$ cat src/verilog/pfr_cfg.svh
// Purpose: Offsets, field positions and reset values of the flag register.
// Assumes: APB byte addresses, 12-bit address bus.
// Notes:   Definitions only.
`ifndef PFR_CFG_SVH
`define PFR_CFG_SVH

// ********************************
// Register map
// ********************************
`define PFR_FLAGS_IDX_LO 8'h03
`define PFR_FLAGS_IDX_HI 8'h83
`define PFR_IRQ_STATUS_ADDR 12'h400
`define PFR_IRQ_CLEAR_ADDR 12'h404
`define PFR_IRQ_ENABLE_ADDR 12'h408

// ********************************
// Field positions
// ********************************
`define PFR_BIT_CARRY 0
`define PFR_BIT_NIBBLE 1
`define PFR_BIT_ZERO 2
`define PFR_BIT_SLEEP 3
`define PFR_BIT_WDOG 4
`define PFR_BIT_BANK 5

`define PFR_EV_TIMEOUT 0
`define PFR_EV_SLEEP 1
`define PFR_EV_KICK 2
`define PFR_EV_FLAGS_WR 3

// ********************************
// Reset values
// ********************************
`define PFR_FLAGS_RST 8'h18
`define PFR_IRQ_RST 4'h0

`endif

$ cat src/verilog/pfr_pkg.sv
// Purpose: Types shared by the flag register block.
// Assumes: Nothing beyond the core clock.
// Notes:   Constants live in pfr_cfg.svh.
package pfr_pkg;

    // Kind of instruction that the core executes this cycle
    typedef enum logic [2:0] {
        PFR_OP_ADD,
        PFR_OP_SUB,
        PFR_OP_ZLOGIC,
        PFR_OP_ROT_RIGHT,
        PFR_OP_ROT_LEFT,
        PFR_OP_CLEAR,
        PFR_OP_NOFLAG
    } pfr_op_t;

endpackage

$ cat src/verilog/pfr_status_reg.sv
// Purpose: Processor flag register with ALU flag logic and APB access.
// Assumes: Core events are single-cycle pulses on CORE_CLK.
// Notes:   APB answers with no wait state.
//
// Design decision made here: register access over APB.
`timescale 1ns/1ps
`include "pfr_cfg.svh"

module pfr_status_reg #(
    parameter int ABITS = 12
) (
    input wire logic CORE_CLK,
    input wire logic RST_B,
    input wire logic OP_VALID,
    input wire pfr_pkg::pfr_op_t OP_KIND,
    input wire logic [7:0] OP_A,
    input wire logic [7:0] OP_B,
    input wire logic [7:0] OP_RESULT,
    input wire logic [7:0] OP_FILE_ADDR,
    input wire logic OP_DEST_FILE,
    input wire logic WDT_TIMEOUT,
    input wire logic WDT_KICK,
    input wire logic SLEEP_EXEC,
    input wire logic [6:0] DIRECT_ADDR,
    output logic [7:0] DATA_ADDR,
    output logic [7:0] FLAGS,
    output logic [7:0] RESULT,
    output logic IRQ,
    input wire logic PSEL,
    input wire logic PENABLE,
    input wire logic PWRITE,
    input wire logic [ABITS-1:0] PADDR,
    input wire logic [31:0] PWDATA,
    output logic [31:0] PRDATA,
    output logic PREADY,
    output logic PSLVERR
);

    // ********************************
    // Decoding
    // ********************************
    function automatic logic is_flags_idx(input logic [7:0] idx);
        is_flags_idx = (idx == `PFR_FLAGS_IDX_LO) ||
                       (idx == `PFR_FLAGS_IDX_HI);
    endfunction

    logic [7:0] flags;
    logic [7:0] next_flags;
    logic [7:0] result;
    logic [7:0] next_result;
    logic [3:0] irq_status;
    logic [3:0] irq_enable;
    logic [3:0] next_irq_enable;
    logic [31:0] prdata;
    logic [31:0] next_prdata;
    logic [3:0] events;

    logic apb_setup;
    logic apb_access;
    logic apb_flags_hit;
    logic apb_known;
    logic core_flags_hit;

    // Mirror decode: index bits above the low byte must be zero
    assign apb_setup = PSEL && !PENABLE;
    assign apb_access = PSEL && PENABLE;
    assign apb_flags_hit = (PADDR[1:0] == 2'b00) &&
                           (PADDR[ABITS-1:10] == '0) &&
                           is_flags_idx(PADDR[9:2]);
    assign apb_known = apb_flags_hit ||
                       (PADDR == `PFR_IRQ_STATUS_ADDR) ||
                       (PADDR == `PFR_IRQ_CLEAR_ADDR) ||
                       (PADDR == `PFR_IRQ_ENABLE_ADDR);
    assign core_flags_hit = OP_VALID && OP_DEST_FILE &&
                            is_flags_idx(OP_FILE_ADDR);

    // ********************************
    // Arithmetic flags
    // ********************************
    logic is_sub;
    logic [7:0] addend;
    logic [8:0] sum;
    logic [4:0] nib_sum;
    logic [7:0] alu_res;
    logic [2:0] alu_flag;
    logic [2:0] aff_mask;

    // Subtraction adds the two's complement, so carry is a low-true borrow
    assign is_sub = (OP_KIND == pfr_pkg::PFR_OP_SUB);
    assign addend = is_sub ? ~OP_B : OP_B;
    assign sum = {1'b0, OP_A} + {1'b0, addend} + {8'h00, is_sub};
    assign nib_sum = {1'b0, OP_A[3:0]} + {1'b0, addend[3:0]} +
                     {4'h0, is_sub};

    always_comb begin
        alu_res = OP_RESULT;
        alu_flag = flags[2:0];
        aff_mask = 3'b000;
        unique case (OP_KIND)
            pfr_pkg::PFR_OP_ADD, pfr_pkg::PFR_OP_SUB: begin
                alu_res = sum[7:0];
                alu_flag[`PFR_BIT_CARRY] = sum[8];
                alu_flag[`PFR_BIT_NIBBLE] = nib_sum[4];
                alu_flag[`PFR_BIT_ZERO] = (sum[7:0] == 8'h00);
                aff_mask = 3'b111;
            end
            pfr_pkg::PFR_OP_ZLOGIC: begin
                alu_flag[`PFR_BIT_ZERO] = (OP_RESULT == 8'h00);
                aff_mask = 3'b100;
            end
            pfr_pkg::PFR_OP_ROT_RIGHT: begin
                alu_res = {flags[`PFR_BIT_CARRY], OP_A[7:1]};
                alu_flag[`PFR_BIT_CARRY] = OP_A[0];
                aff_mask = 3'b001;
            end
            pfr_pkg::PFR_OP_ROT_LEFT: begin
                alu_res = {OP_A[6:0], flags[`PFR_BIT_CARRY]};
                alu_flag[`PFR_BIT_CARRY] = OP_A[7];
                aff_mask = 3'b001;
            end
            pfr_pkg::PFR_OP_CLEAR: begin
                alu_res = 8'h00;
                alu_flag[`PFR_BIT_ZERO] = 1'b1;
                aff_mask = 3'b100;
            end
            pfr_pkg::PFR_OP_NOFLAG: begin
                aff_mask = 3'b000;
            end
        endcase
    end

    // ********************************
    // Flag register
    // ********************************
    // Instruction write beats an APB write in the same cycle; the core
    // owns the register and a lost APB write is the smaller surprise.
    always_comb begin
        next_flags = flags;
        next_result = result;
        if (apb_access && PWRITE && apb_flags_hit) begin
            next_flags[7:5] = PWDATA[7:5];
            next_flags[2:0] = PWDATA[2:0];
        end
        if (OP_VALID) begin
            next_result = alu_res;
            if (core_flags_hit) begin
                next_flags[7:5] = alu_res[7:5];
                next_flags[2:0] = (aff_mask == 3'b000) ? alu_res[2:0] :
                                  flags[2:0];
            end
            for (int i = 0; i < 3; i++) begin
                if (aff_mask[i]) begin
                    next_flags[i] = alu_flag[i];
                end
            end
        end
        // Reset-cause bits follow their events only, never a write
        if (WDT_KICK) begin
            next_flags[`PFR_BIT_WDOG] = 1'b1;
            next_flags[`PFR_BIT_SLEEP] = 1'b1;
        end
        if (SLEEP_EXEC) begin
            next_flags[`PFR_BIT_WDOG] = 1'b1;
            next_flags[`PFR_BIT_SLEEP] = 1'b0;
        end
        if (WDT_TIMEOUT) begin
            next_flags[`PFR_BIT_WDOG] = 1'b0;
        end
    end

    // Unknown ALU flags at power-up are held at zero here
    always_ff @(posedge CORE_CLK or negedge RST_B) begin
        if (!RST_B) begin
            flags <= `PFR_FLAGS_RST;
            result <= 8'h00;
        end else begin
            flags <= next_flags;
            result <= next_result;
        end
    end

    assign FLAGS = flags;
    assign RESULT = result;
    assign DATA_ADDR = {flags[`PFR_BIT_BANK], DIRECT_ADDR};

    // ********************************
    // Interrupt status
    // ********************************
    assign events[`PFR_EV_TIMEOUT] = WDT_TIMEOUT;
    assign events[`PFR_EV_SLEEP] = SLEEP_EXEC;
    assign events[`PFR_EV_KICK] = WDT_KICK;
    assign events[`PFR_EV_FLAGS_WR] = core_flags_hit;

    logic clr_write;
    assign clr_write = apb_access && PWRITE &&
                       (PADDR == `PFR_IRQ_CLEAR_ADDR);

    // An event in the clearing cycle survives: set wins over clear
    for (genvar g = 0; g < 4; g++) begin : g_sticky
        logic next_bit;
        always_comb begin
            next_bit = irq_status[g];
            if (clr_write && PWDATA[g]) begin
                next_bit = 1'b0;
            end
            if (events[g]) begin
                next_bit = 1'b1;
            end
        end
        always_ff @(posedge CORE_CLK or negedge RST_B) begin
            if (!RST_B) begin
                irq_status[g] <= 1'b0;
            end else begin
                irq_status[g] <= next_bit;
            end
        end
    end

    always_comb begin
        next_irq_enable = irq_enable;
        if (apb_access && PWRITE && (PADDR == `PFR_IRQ_ENABLE_ADDR)) begin
            next_irq_enable = PWDATA[3:0];
        end
    end

    always_ff @(posedge CORE_CLK or negedge RST_B) begin
        if (!RST_B) begin
            irq_enable <= `PFR_IRQ_RST;
        end else begin
            irq_enable <= next_irq_enable;
        end
    end

    assign IRQ = |(irq_status & irq_enable);

    // ********************************
    // APB read data
    // ********************************
    // Read data is captured in the setup cycle, so a read shows the
    // register as it stood one edge before the access completes.
    always_comb begin
        next_prdata = prdata;
        if (apb_setup && !PWRITE) begin
            next_prdata = 32'h0000_0000;
            if (apb_flags_hit) begin
                next_prdata = {24'h00_0000, flags};
            end else if (PADDR == `PFR_IRQ_STATUS_ADDR) begin
                next_prdata = {28'h000_0000, irq_status};
            end else if (PADDR == `PFR_IRQ_ENABLE_ADDR) begin
                next_prdata = {28'h000_0000, irq_enable};
            end
        end
    end

    always_ff @(posedge CORE_CLK or negedge RST_B) begin
        if (!RST_B) begin
            prdata <= 32'h0000_0000;
        end else begin
            prdata <= next_prdata;
        end
    end

    assign PRDATA = prdata;
    assign PREADY = 1'b1;
    assign PSLVERR = apb_access && !apb_known;
endmodule

$ cat config.mk
export PLATFORM = sky130hd
export DESIGN_NAME = pfr_status_reg
export DESIGN_NICKNAME = d
export VERILOG_FILES = /design/src/verilog/pfr_pkg.sv /design/src/verilog/pfr_status_reg.sv
export VERILOG_INCLUDE_DIRS = /design/src /design/src/verilog
export SDC_FILE = /design/constraint.sdc
export NUM_CORES = 1
export LEC_CHECK = 0
export BUFFER_PORTS_ARGS = -buffer_cell sky130_fd_sc_hd__buf_2
export CELL_PAD_IN_SITES_DETAIL_PLACEMENT = 0
export CELL_PAD_IN_SITES_GLOBAL_PLACEMENT = 1
export CORE_ASPECT_RATIO = 0.9
export CORE_MARGIN = 10
export CORE_UTILIZATION = 30
export CTS_BUF_LIST = sky130_fd_sc_hd__clkbuf_2
export DETAILED_ROUTE_END_ITERATION = 6
export HOLD_SLACK_MARGIN = 0.06
export PLACE_DENSITY_LB_ADDON = 0.12
export SLEW_MARGIN = 5
export SYNTH_ARGS = -nofsm -noshare
export SYNTH_HDL_FRONTEND = slang
export SYNTH_SLANG_ARGS = --single-unit
export TNS_END_PERCENT = 50
$ cat constraint.sdc
create_clock -name CORE_CLK -period 2.5 [get_ports CORE_CLK]
set_input_delay 0.5 -clock CORE_CLK [delete_from_list [all_inputs] [get_ports CORE_CLK]]
set_output_delay 0.5 -clock CORE_CLK [all_outputs]
set_load 0.02 [all_outputs]
* After elaboration in Yosys (flattened, before gate mapping)
Cells that the tools add are included.
Widths: inputs -> output; s select.
** Word-level totals
- Bits in latches :: 0
- Output and inout bits :: 59
- Register bits after elaboration :: 56
- RAM bits :: 0
- Input port bits :: 96
- Bits in read-only memories :: 0
- Word-level logic and storage cells :: 111
- Memories kept :: 0
** Cells by class
- Muxes and demuxes :: 30
- $lt $le $gt $ge :: 0
- Add/subtract/negate cells :: 4
- Equal/unequal tests :: 19
- Divide/modulo/power cells :: 0
- Reduce and logical (&&, ||, !) cells :: 43
- Bitwise gates (word level) :: 2
- Shift operators :: 0
- Multiply operators :: 0
** Operator list (count)
- $mux 32 :: 2
- $eq 12x11->1 const B :: 3
- $pmux 8 s4 :: 1
- $mux 3 :: 7
- $eq 8x2->1 const B :: 2
- $eq 8x8->1 const B :: 2
- $logic_and 1x1->1 :: 16
- $logic_not 8->1 :: 2
- $mux 1 :: 13
- $ne 4x2->1 const B :: 3
- $pmux 3 s4 :: 1
- $ne 5x2->1 const B :: 2
- $reduce_bool 2->1 :: 5
- $add 8x8->9 :: 1
- $add 9x1->9 :: 1
- $eq 3x3->1 const B :: 3
- $mux 8 :: 1
- $not 8->8 :: 1
- $eq 3x2->1 const B :: 2
- $logic_not 3->1 :: 2
- $pmux 1 s3 :: 2
- $reduce_and 2->1 :: 3
- $reduce_or 2->1 :: 3
- $add 4x4->5 :: 1
- 11 further kinds :: 19

* Logic depth before layout (Yosys ltp)
Gate-level depths: netlist of run 1.
- Depth in word-level cells :: 9
- Depth in mapped cells :: 11
- Gate-level depth less buffers :: 10

* Least setup slack after synthesis of run 1
Ideal clock, no wire load.
- Kind :: input port to flip-flop
- From :: in OP_KIND[1]
- To :: reg flags[2], in the netlist FLAGS[2]
- Arrival :: 2.931 ns
- Setup time :: 0.082 ns
- Data required time :: 2.418 ns
- Slack :: -0.513 ns
- Cell stages on the path :: 11
- Path buffers :: 2
- Path through :: clkbuf_1 > buf_1 > nor2_1 > xor2_1 > ha_1 > a21oi_1 > o21ai_0 > or3_1 > a21boi_0 > nand4b_1 > a31oi_1
** On the way
- Word-level cells in the longest chain between the ends :: 9
- Elaborated cells between the ends (all ways) :: 25
- Those cells by class :: add/sub: 2; eq/ne: 8; mux: 8; reduce/logical: 7
** Ends and longest elaborated chain
- from (decl) :: RTL line pfr_status_reg.sv:15 : input wire pfr_pkg::pfr_op_t OP_KIND,
- $eq 3x1->1 :: RTL line pfr_status_reg.sv:89, pfr_status_reg.sv:99
- $mux 8 :: RTL line pfr_status_reg.sv:90 : assign addend = is_sub ? ~OP_B : OP_B;
- $add 8x8->9 :: RTL line pfr_status_reg.sv:91 : assign sum = {1'b0, OP_A} + {1'b0, addend} + {8'h00, is_sub};
- $add 9x1->9 :: RTL line pfr_status_reg.sv:91
- $pmux 8 s4 :: RTL line pfr_status_reg.sv:99 : unique case (OP_KIND)
- $mux 3 :: RTL line pfr_status_reg.sv:148 : next_flags[2:0] = (aff_mask == 3'b000) ? alu_res[2:0] :
- $mux 3 :: RTL line pfr_status_reg.sv:146 : if (core_flags_hit) begin
- $mux 1 :: RTL line pfr_status_reg.sv:152 : if (aff_mask[i]) begin
- $mux 3 :: RTL line pfr_status_reg.sv:144 : if (OP_VALID) begin
- to (signal assigned) :: RTL line pfr_status_reg.sv:174 : flags <= `PFR_FLAGS_RST;
- to (signal assigned) :: RTL line pfr_status_reg.sv:177 : flags <= next_flags;
- to (decl) :: RTL line pfr_status_reg.sv:47 : logic [7:0] flags;
Parallel ways exist; a longest one is shown, timed or not. The select of a mux whose other input is x is not followed.
A chain may end at the register's enable or synchronous reset.

* Final worst setup path of run 1
- From :: in OP_KIND[2]
- To :: reg flags[7], in the netlist FLAGS[7]
** On the way
- Word-level cells in the longest chain between the ends :: 7
- Elaborated cells between the ends (all ways) :: 12
- Those cells by class :: add/sub: 2; eq/ne: 4; mux: 4; reduce/logical: 2
** Ends and longest elaborated chain
- $eq 3x1->1 :: RTL line pfr_status_reg.sv:89, pfr_status_reg.sv:99
- $mux 8 :: RTL line pfr_status_reg.sv:90
- $add 8x8->9 :: RTL line pfr_status_reg.sv:91
- $add 9x1->9 :: RTL line pfr_status_reg.sv:91
- $pmux 8 s4 * :: RTL line pfr_status_reg.sv:99
- $mux 3 * :: RTL line pfr_status_reg.sv:146
- $mux 3 * :: RTL line pfr_status_reg.sv:144
- named net next_flags[7] :: RTL line pfr_status_reg.sv:48 : logic [7:0] next_flags;
The timed path passes the listed nets; every way through them passes the cells marked *.

==> run_results.csv, run 1 <==
group,metric,value,unit
run_status,status,"finished clean",
clock_network,clk_latency,0.39,ns
synth,yosys.area.top_type,"dfrtp_1",
synth,yosys_warnings,0,
placed_design,gp_congestion,0.827,
global_routing,grt_pass1_vias,2851,
floorplan,core_area,0.00861,mm²
clock_network,cts_buffers,5,
power,ir_drop,0.000147,V
detailed_routing,drtAntennaViolNets,0,
synth,synth_top_area_frac,0.281,
clock_network,hold_buffers,0,
synth,synth.cells.most_frequent,"42 x nand2_1, 33 x buf_4, 30 x dfrtp_1",
placed_design,hpwlAfterDp,7350,µm
detailed_routing,routed_via_density,4.93,
power,p_per_area,429,mW/mm²
timing,relSlewSlack,0.497,
timing,skew,0.0268,ns
synth,synth-seq-area-share,0.301,
worst_setup_path,cp_data_required_time,2.83,ns
synth,synth-main-ff-cell,"dfrtp_1",
detailed_routing,wirelength,9000,µm
placed_design,portBuffers,89,
detailed_routing,firstDrtPassIters,4,
timing,timing.setup.tns,0,ns
timing,worstMarginPinSlew,0.755,ns
global_routing,gr-total-overflow,0,
detailed_routing,route.vias.total,2682,
floorplan,fp.dieW,119,µm
timing,rsz0062_at_grt,"true",
floorplan,die_area,0.0131,mm²
cells_and_area,drive_gt1_frac,0.374,
power,p_leak,0.00170,µW
cells_and_area,synthToLayoutAreaGrowth,27.9,%
timing,hold_viol,0,
floorplan,row_count,32,
worst_hold_path,hp-class,"in2async",
timing,final_max_slew_viol_count,0,
floorplan,io_pins,155,
clock_network,clkTransAtPathRegs,0.19,ns
worst_setup_path,cp_max_fo,7,
synth,async_flop_share,1.00,
worst_setup_path,crit_path_start,"OP_KIND[2]",
synth,synth_edf_count,0,
synth,synthCells,319,
clock_network,cts_tree,"built",
synth,synth_area_leaders,"dfrtp_1 28%, buf_4 9.3%, nand2_1 5.9%",
cells_and_area,diodes,0,
worst_setup_path,path_class,"in2reg",
detailed_routing,wl_per_cell,16.5,µm
clock_network,htree_levels,2,
cells_and_area,fill_cells,920,
timing,finalSetupViolCount,0,
cells_and_area,fin_nets,529,
clock_network,clock_sinks,32,
timing,min_period,2.37,ns
global_routing,track_usage,0.136,
synth,netlist_area,0.00267,mm²
worst_setup_path,endpoint_kind,"flop",
worst_setup_path,worst_ep_arrival_time,2.69,ns
timing,whs,0.142,ns
worst_setup_path,rr_startpoint,"FLAGS[0]",
synth,yosysMostFrequentCell,"nand2_1",
global_routing,grt_max_degree,33,
synth,synth_seq_cells,32,
detailed_routing,drc,0,
floorplan,die_h,110,µm
synth,synth_cell_types,58,
clock_network,root_buffer,"clkbuf_2",
timing,post-route-period-util,0.947,
flow_run,drv_cap,0,
synth,avgSynthCellArea,8.37,µm²
detailed_routing,dr.first_iter.drc_count,137,
timing,max_freq,0.422,GHz
clock_network,clockBufferDepth,2,
global_routing,grt_first_pass_wirelength,14700,µm
floorplan,start_util,0.310,
worst_setup_path,critPathLaunchType,"primary input",
global_routing,antenna_found_initial,0,
## layout by cell type, fill, tap and decap left out, types with 3 or more instances in the layout
cell       Yosys  final
a221oi_1       6      6
inv_1          8      8
nand3_1       10     10
buf_4         33     29
a21o_1         7      7
nor3_1         6      6
clkbuf_2       0      6
a21oi_1       17     13
nor2b_1        3      3
conb_1         2     25
nand2b_1       4      3
o21ai_1        3      6
a2111oi_0      3      3
o21ai_0       17     14
xor2_1         9      8
nor2_1        19     18
o211ai_1       3      3
o22ai_1        3      3
ha_1           8      8
buf_2          1     89
nand2_1       42     42
and3_1         4      4
mux2i_1        8      8
a211oi_2       2      3
dfrtp_1       30     30
a21oi_2        0      4
nor4_1         5      3
mux2_2         9      8
## worst paths after layout
| path | endpoint | slack [ns] | cells after the start |
|---|---|---|---|
| max in group asynchronous | irq_enable[0] | 1.85 | 1 |
| worst min register to register | PRDATA[6] | 0.48 | 2 |
| worst max register to register | FLAGS[0] | 1.09 | 5 |
| worst max-delay path | FLAGS[7] | 0.13 | 12 |
| worst min-delay path | RESULT[3] | 0.14 | 1 |
| min in group CORE_CLK | FLAGS[4] | 0.24 | 2 |
## per-layer routing
layer	track usage	share of wire	up-vias
met5	0	0	-
met4	0.0301	0.011	0
met3	0.0379	0.073	12
met2	0.205	0.43	101
met1	0.191	0.48	1259
li1	-	-	1310
## cells by family (layout without fill, tap and decap cells)
group	after synthesis	count (layout)	share of synthesized area
simple gates	111	111	0.209
other cells	2	25	0.00281
mux	17	17	0.0679
xor+xnor	11	11	0.0361
fa+ha+maj	9	9	0.0450
flops	32	32	0.301
buf+inv	53	136	0.121
compound gates	84	84	0.217
## power by group
part           leakage, µW  total (µW)  switching [µW]  internal [µW]
combinational      0.00128         610             356            254
sequential        0.000394         597            34.1            563
clock            0.0000266         259             189           69.8
## final cells by class
cell class / count / area [µm²] / area share
multi-input cells: 257 / 1710 / 0.499
flip-flops and latches: 32 / 803 / 0.235
repair buffers: 119 / 683 / 0.200
well taps: 119 / 149 / 0.0436
inverters: 9 / 33.8 / 0.00989
clock buffers: 6 / 30.0 / 0.00879
clock inverters: 2 / 11.3 / 0.00330
## timing repair
| action | in CTS | in global routing |
|---|---|---|
| buffers inserted | 0 | 0 |
| setup endpoints to repair | 0 | 4 |
| resized for setup | 0 | 5 |
## critical path, stage by stage
cell and delay, ns:
buf_2 0.12, nand2b_4 0.15, nor2_4 0.12, buf_12 0.14, xor2_1 0.21, ha_1 0.30
a21oi_2 0.19, o22ai_1 0.10, a21o_1 0.18, o41ai_2 0.35, o211ai_1 0.19, o21ai_1 0.15
## per-stage QoR
stage | instances | total power, µW | instance area, µm² | worst slack, ns | utilization
after detailed placement | 536 | 1210 | 3350 | -0.280 | 0.389
after global routing | 544 | 1580 | 3420 | -0.00828 | 0.397
after CTS | 544 | 1480 | 3390 | 0.115 | 0.394
after global placement | 536 | 1210 | 3350 | -0.263 | 0.389
after floorplan | 342 | 1010 | 2830 | -0.0450 | -
final | 544 | 1470 | 3420 | 0.133 | 0.397
## flip-flops by register name, indices dropped and copies added, names as in the netlist
name and flops:
RESULT 8, PRDATA 8, irq_status 4, FLAGS 8, irq_enable 4
(Power assumes the default switching activity.)
==> run 2, diff against run 1 <==
--- a/config.mk
+++ b/config.mk
@@ -9,7 +9,6 @@
 export BUFFER_PORTS_ARGS = -buffer_cell sky130_fd_sc_hd__buf_2
 export CELL_PAD_IN_SITES_DETAIL_PLACEMENT = 0
 export CELL_PAD_IN_SITES_GLOBAL_PLACEMENT = 1
-export CORE_ASPECT_RATIO = 0.9
 export CORE_MARGIN = 10
 export CORE_UTILIZATION = 30
 export CTS_BUF_LIST = sky130_fd_sc_hd__clkbuf_2
==> run 2 against run 1 <==
Effect of this change:
- combinational power rose by 2%
- flip-flop and latch count did not move
- via count about the same
- register-to-register slack about the same
- first-iteration DRC count shrank 34%
- sequential power about the same
- global-route usage shrank 0.49 points
- die area about the same
==> run_results.csv, run 2 (synthesized netlist as in run 1, its figures left out) <==
group,metric,value,unit
detailed_routing,wirelength,8890,µm
worst_setup_path,path_cells,"buf_2 > buf_4 > nor2_4 > buf_12 > xor2_2 > ha_1 > a21oi_2 > o22ai_2 > a21o_1 > o41ai_2 > o211ai_1 > o21ai_1",
global_routing,grt_first_pass_wirelength,14200,µm
timing,min_period,2.44,ns
worst_setup_path,crit_path_top_delay_cell,"o41ai_2",
floorplan,fp.dieW,114,µm
timing,hold_viol,0,
cells_and_area,synthToLayoutAreaGrowth,29.9,%
clock_network,hold_buffers,0,
timing,rsz0062_at_grt,"true",
detailed_routing,drtAntennaViolNets,0,
worst_setup_path,crit_family,"compound AO/OA/AOI/OAI gates",
worst_setup_path,path_buf_inv,3,
floorplan,row_count,34,
cells_and_area,final_common_cell,"buf_2",
clock_network,cts_tree,"built",
global_routing,gr-total-overflow,0,
detailed_routing,route.vias.total,2684,
clock_network,cts_buffers,5,
worst_setup_path,critPathLaunchType,"primary input",
placed_design,gp_congestion,0.834,
power,p_per_area,429,mW/mm²
floorplan,die_h,114,µm
timing,post-route-period-util,0.977,
timing,relSlewSlack,0.476,
worst_setup_path,cp_data_required_time,2.81,ns
run_status,status,"finished clean",
worst_setup_path,rr_startpoint,"FLAGS[0]",
cells_and_area,fin_area,0.00347,mm²
detailed_routing,dr.first_iter.drc_count,91,
global_routing,grt_pass1_vias,2718,
global_routing,grt_max_degree,33,
worst_setup_path,cp_max_fo,7,
timing,fin_ws,0.0583,ns
power,p_total,1490,µW
cells_and_area,fin_nets,535,
global_routing,track_usage,0.132,
timing,skew,0.0127,ns
placed_design,dp_slack,-0.336,ns
detailed_routing,wl_per_cell,16.5,µm
floorplan,die_area,0.0131,mm²
clock_network,clkTransAtPathRegs,0.20,ns
floorplan,io_pins,155,
power,ir_drop,0.000145,V
cells_and_area,diodes,0,
timing,max_freq,0.410,GHz
global_routing,antenna_found_initial,0,
detailed_routing,routed_via_density,4.98,
floorplan,core_area,0.00868,mm²
clock_network,clockBufferDepth,2,
flow_run,drv_cap,0,
timing,timing.setup.tns,0,ns
worst_setup_path,slowest_delay,0.40,ns
cells_and_area,drive_gt1_frac,0.390,
cells_and_area,fill_cells,924,
clock_network,clk_latency,0.37,ns
power,p_leak,0.00173,µW
worst_setup_path,worst_ep_arrival_time,2.75,ns
worst_hold_path,hp-class,"in2async",
timing,worstMarginPinSlew,0.778,ns
timing,finalSetupViolCount,0,
floorplan,start_util,0.308,
worst_setup_path,endpoint_kind,"flop",
worst_setup_path,path_class,"in2reg",
clock_network,root_buffer,"clkbuf_2",
placed_design,portBuffers,89,
clock_network,clock_sinks,32,
clock_network,htree_levels,2,
timing,final_max_slew_viol_count,0,
worst_setup_path,crit_path_start,"OP_KIND[1]",
detailed_routing,firstDrtPassIters,4,
cells_and_area,final_cell_mix,"89 x buf_2, 42 x nand2_1, 35 x buf_4",
placed_design,placed_cell_area,0.00337,mm²
detailed_routing,drc,0,
placed_design,hpwlAfterDp,7360,µm
## run 2: power breakdown
part	internal, µW	switching [µW]
logic	262	358
clock network	69.8	199
registers	563	35.0
total	895	592
## run 2: metal layers
metal / global-route usage / vias to the layer above / share of wire
met3: 0.0330 / 4 / 0.079
met5: 0 / - / 0
met1: 0.178 / 1255 / 0.46
met4: 0.0267 / 0 / 0.0058
li1: - / 1319 / -
met2: 0.207 / 106 / 0.46
## run 2: layout make-up
type / count / area (µm²) / share of cell area
well taps: 108 / 135 / 0.0389
flip-flops and latches: 32 / 803 / 0.232
repair buffers: 125 / 728 / 0.210
clock inverters: 3 / 23.8 / 0.00685
multi-input cells: 257 / 1720 / 0.496
inverters: 9 / 33.8 / 0.00974
clock buffers: 5 / 25.0 / 0.00721
## run 2: per-stage QoR
stage | hold slack, ns | cells | util
3_3_place_gp | 0.447 | 530 | 0.389
5_1_grt | 0.186 | 539 | 0.400
6_report | 0.164 | 539 | 0.400
2_1_floorplan | 0.204 | 342 | -
4_1_cts | 0.158 | 538 | 0.394
3_5_place_dp | 0.452 | 530 | 0.389
## run 2: what timing repair did
item,4_1_cts,5_1_grt
endpoints found under the setup margin,0,6
buffers inserted,0,1
gates resized for setup,0,8
endpoints found under the hold margin,0,0
## run 2: final timing paths
path                            cells after the start       endpoint  slack (ns)
worst max-delay path                               12       FLAGS[7]        0.06
worst min-delay path                                1  irq_status[1]        0.16
worst max register to register                      5       FLAGS[0]        1.10
worst min register to register                      2      PRDATA[7]        0.49
max in group asynchronous                           1       FLAGS[5]        1.88
min in group CORE_CLK                               2       FLAGS[4]        0.23
## run 2: worst reg2reg max path: stages (launching register included)
cell and delay [ns]:
dfrtp_1 0.51, o21ai_0 0.11, o221ai_1 0.17, o21a_1 0.22
a221oi_2 0.20, o22ai_1 0.10
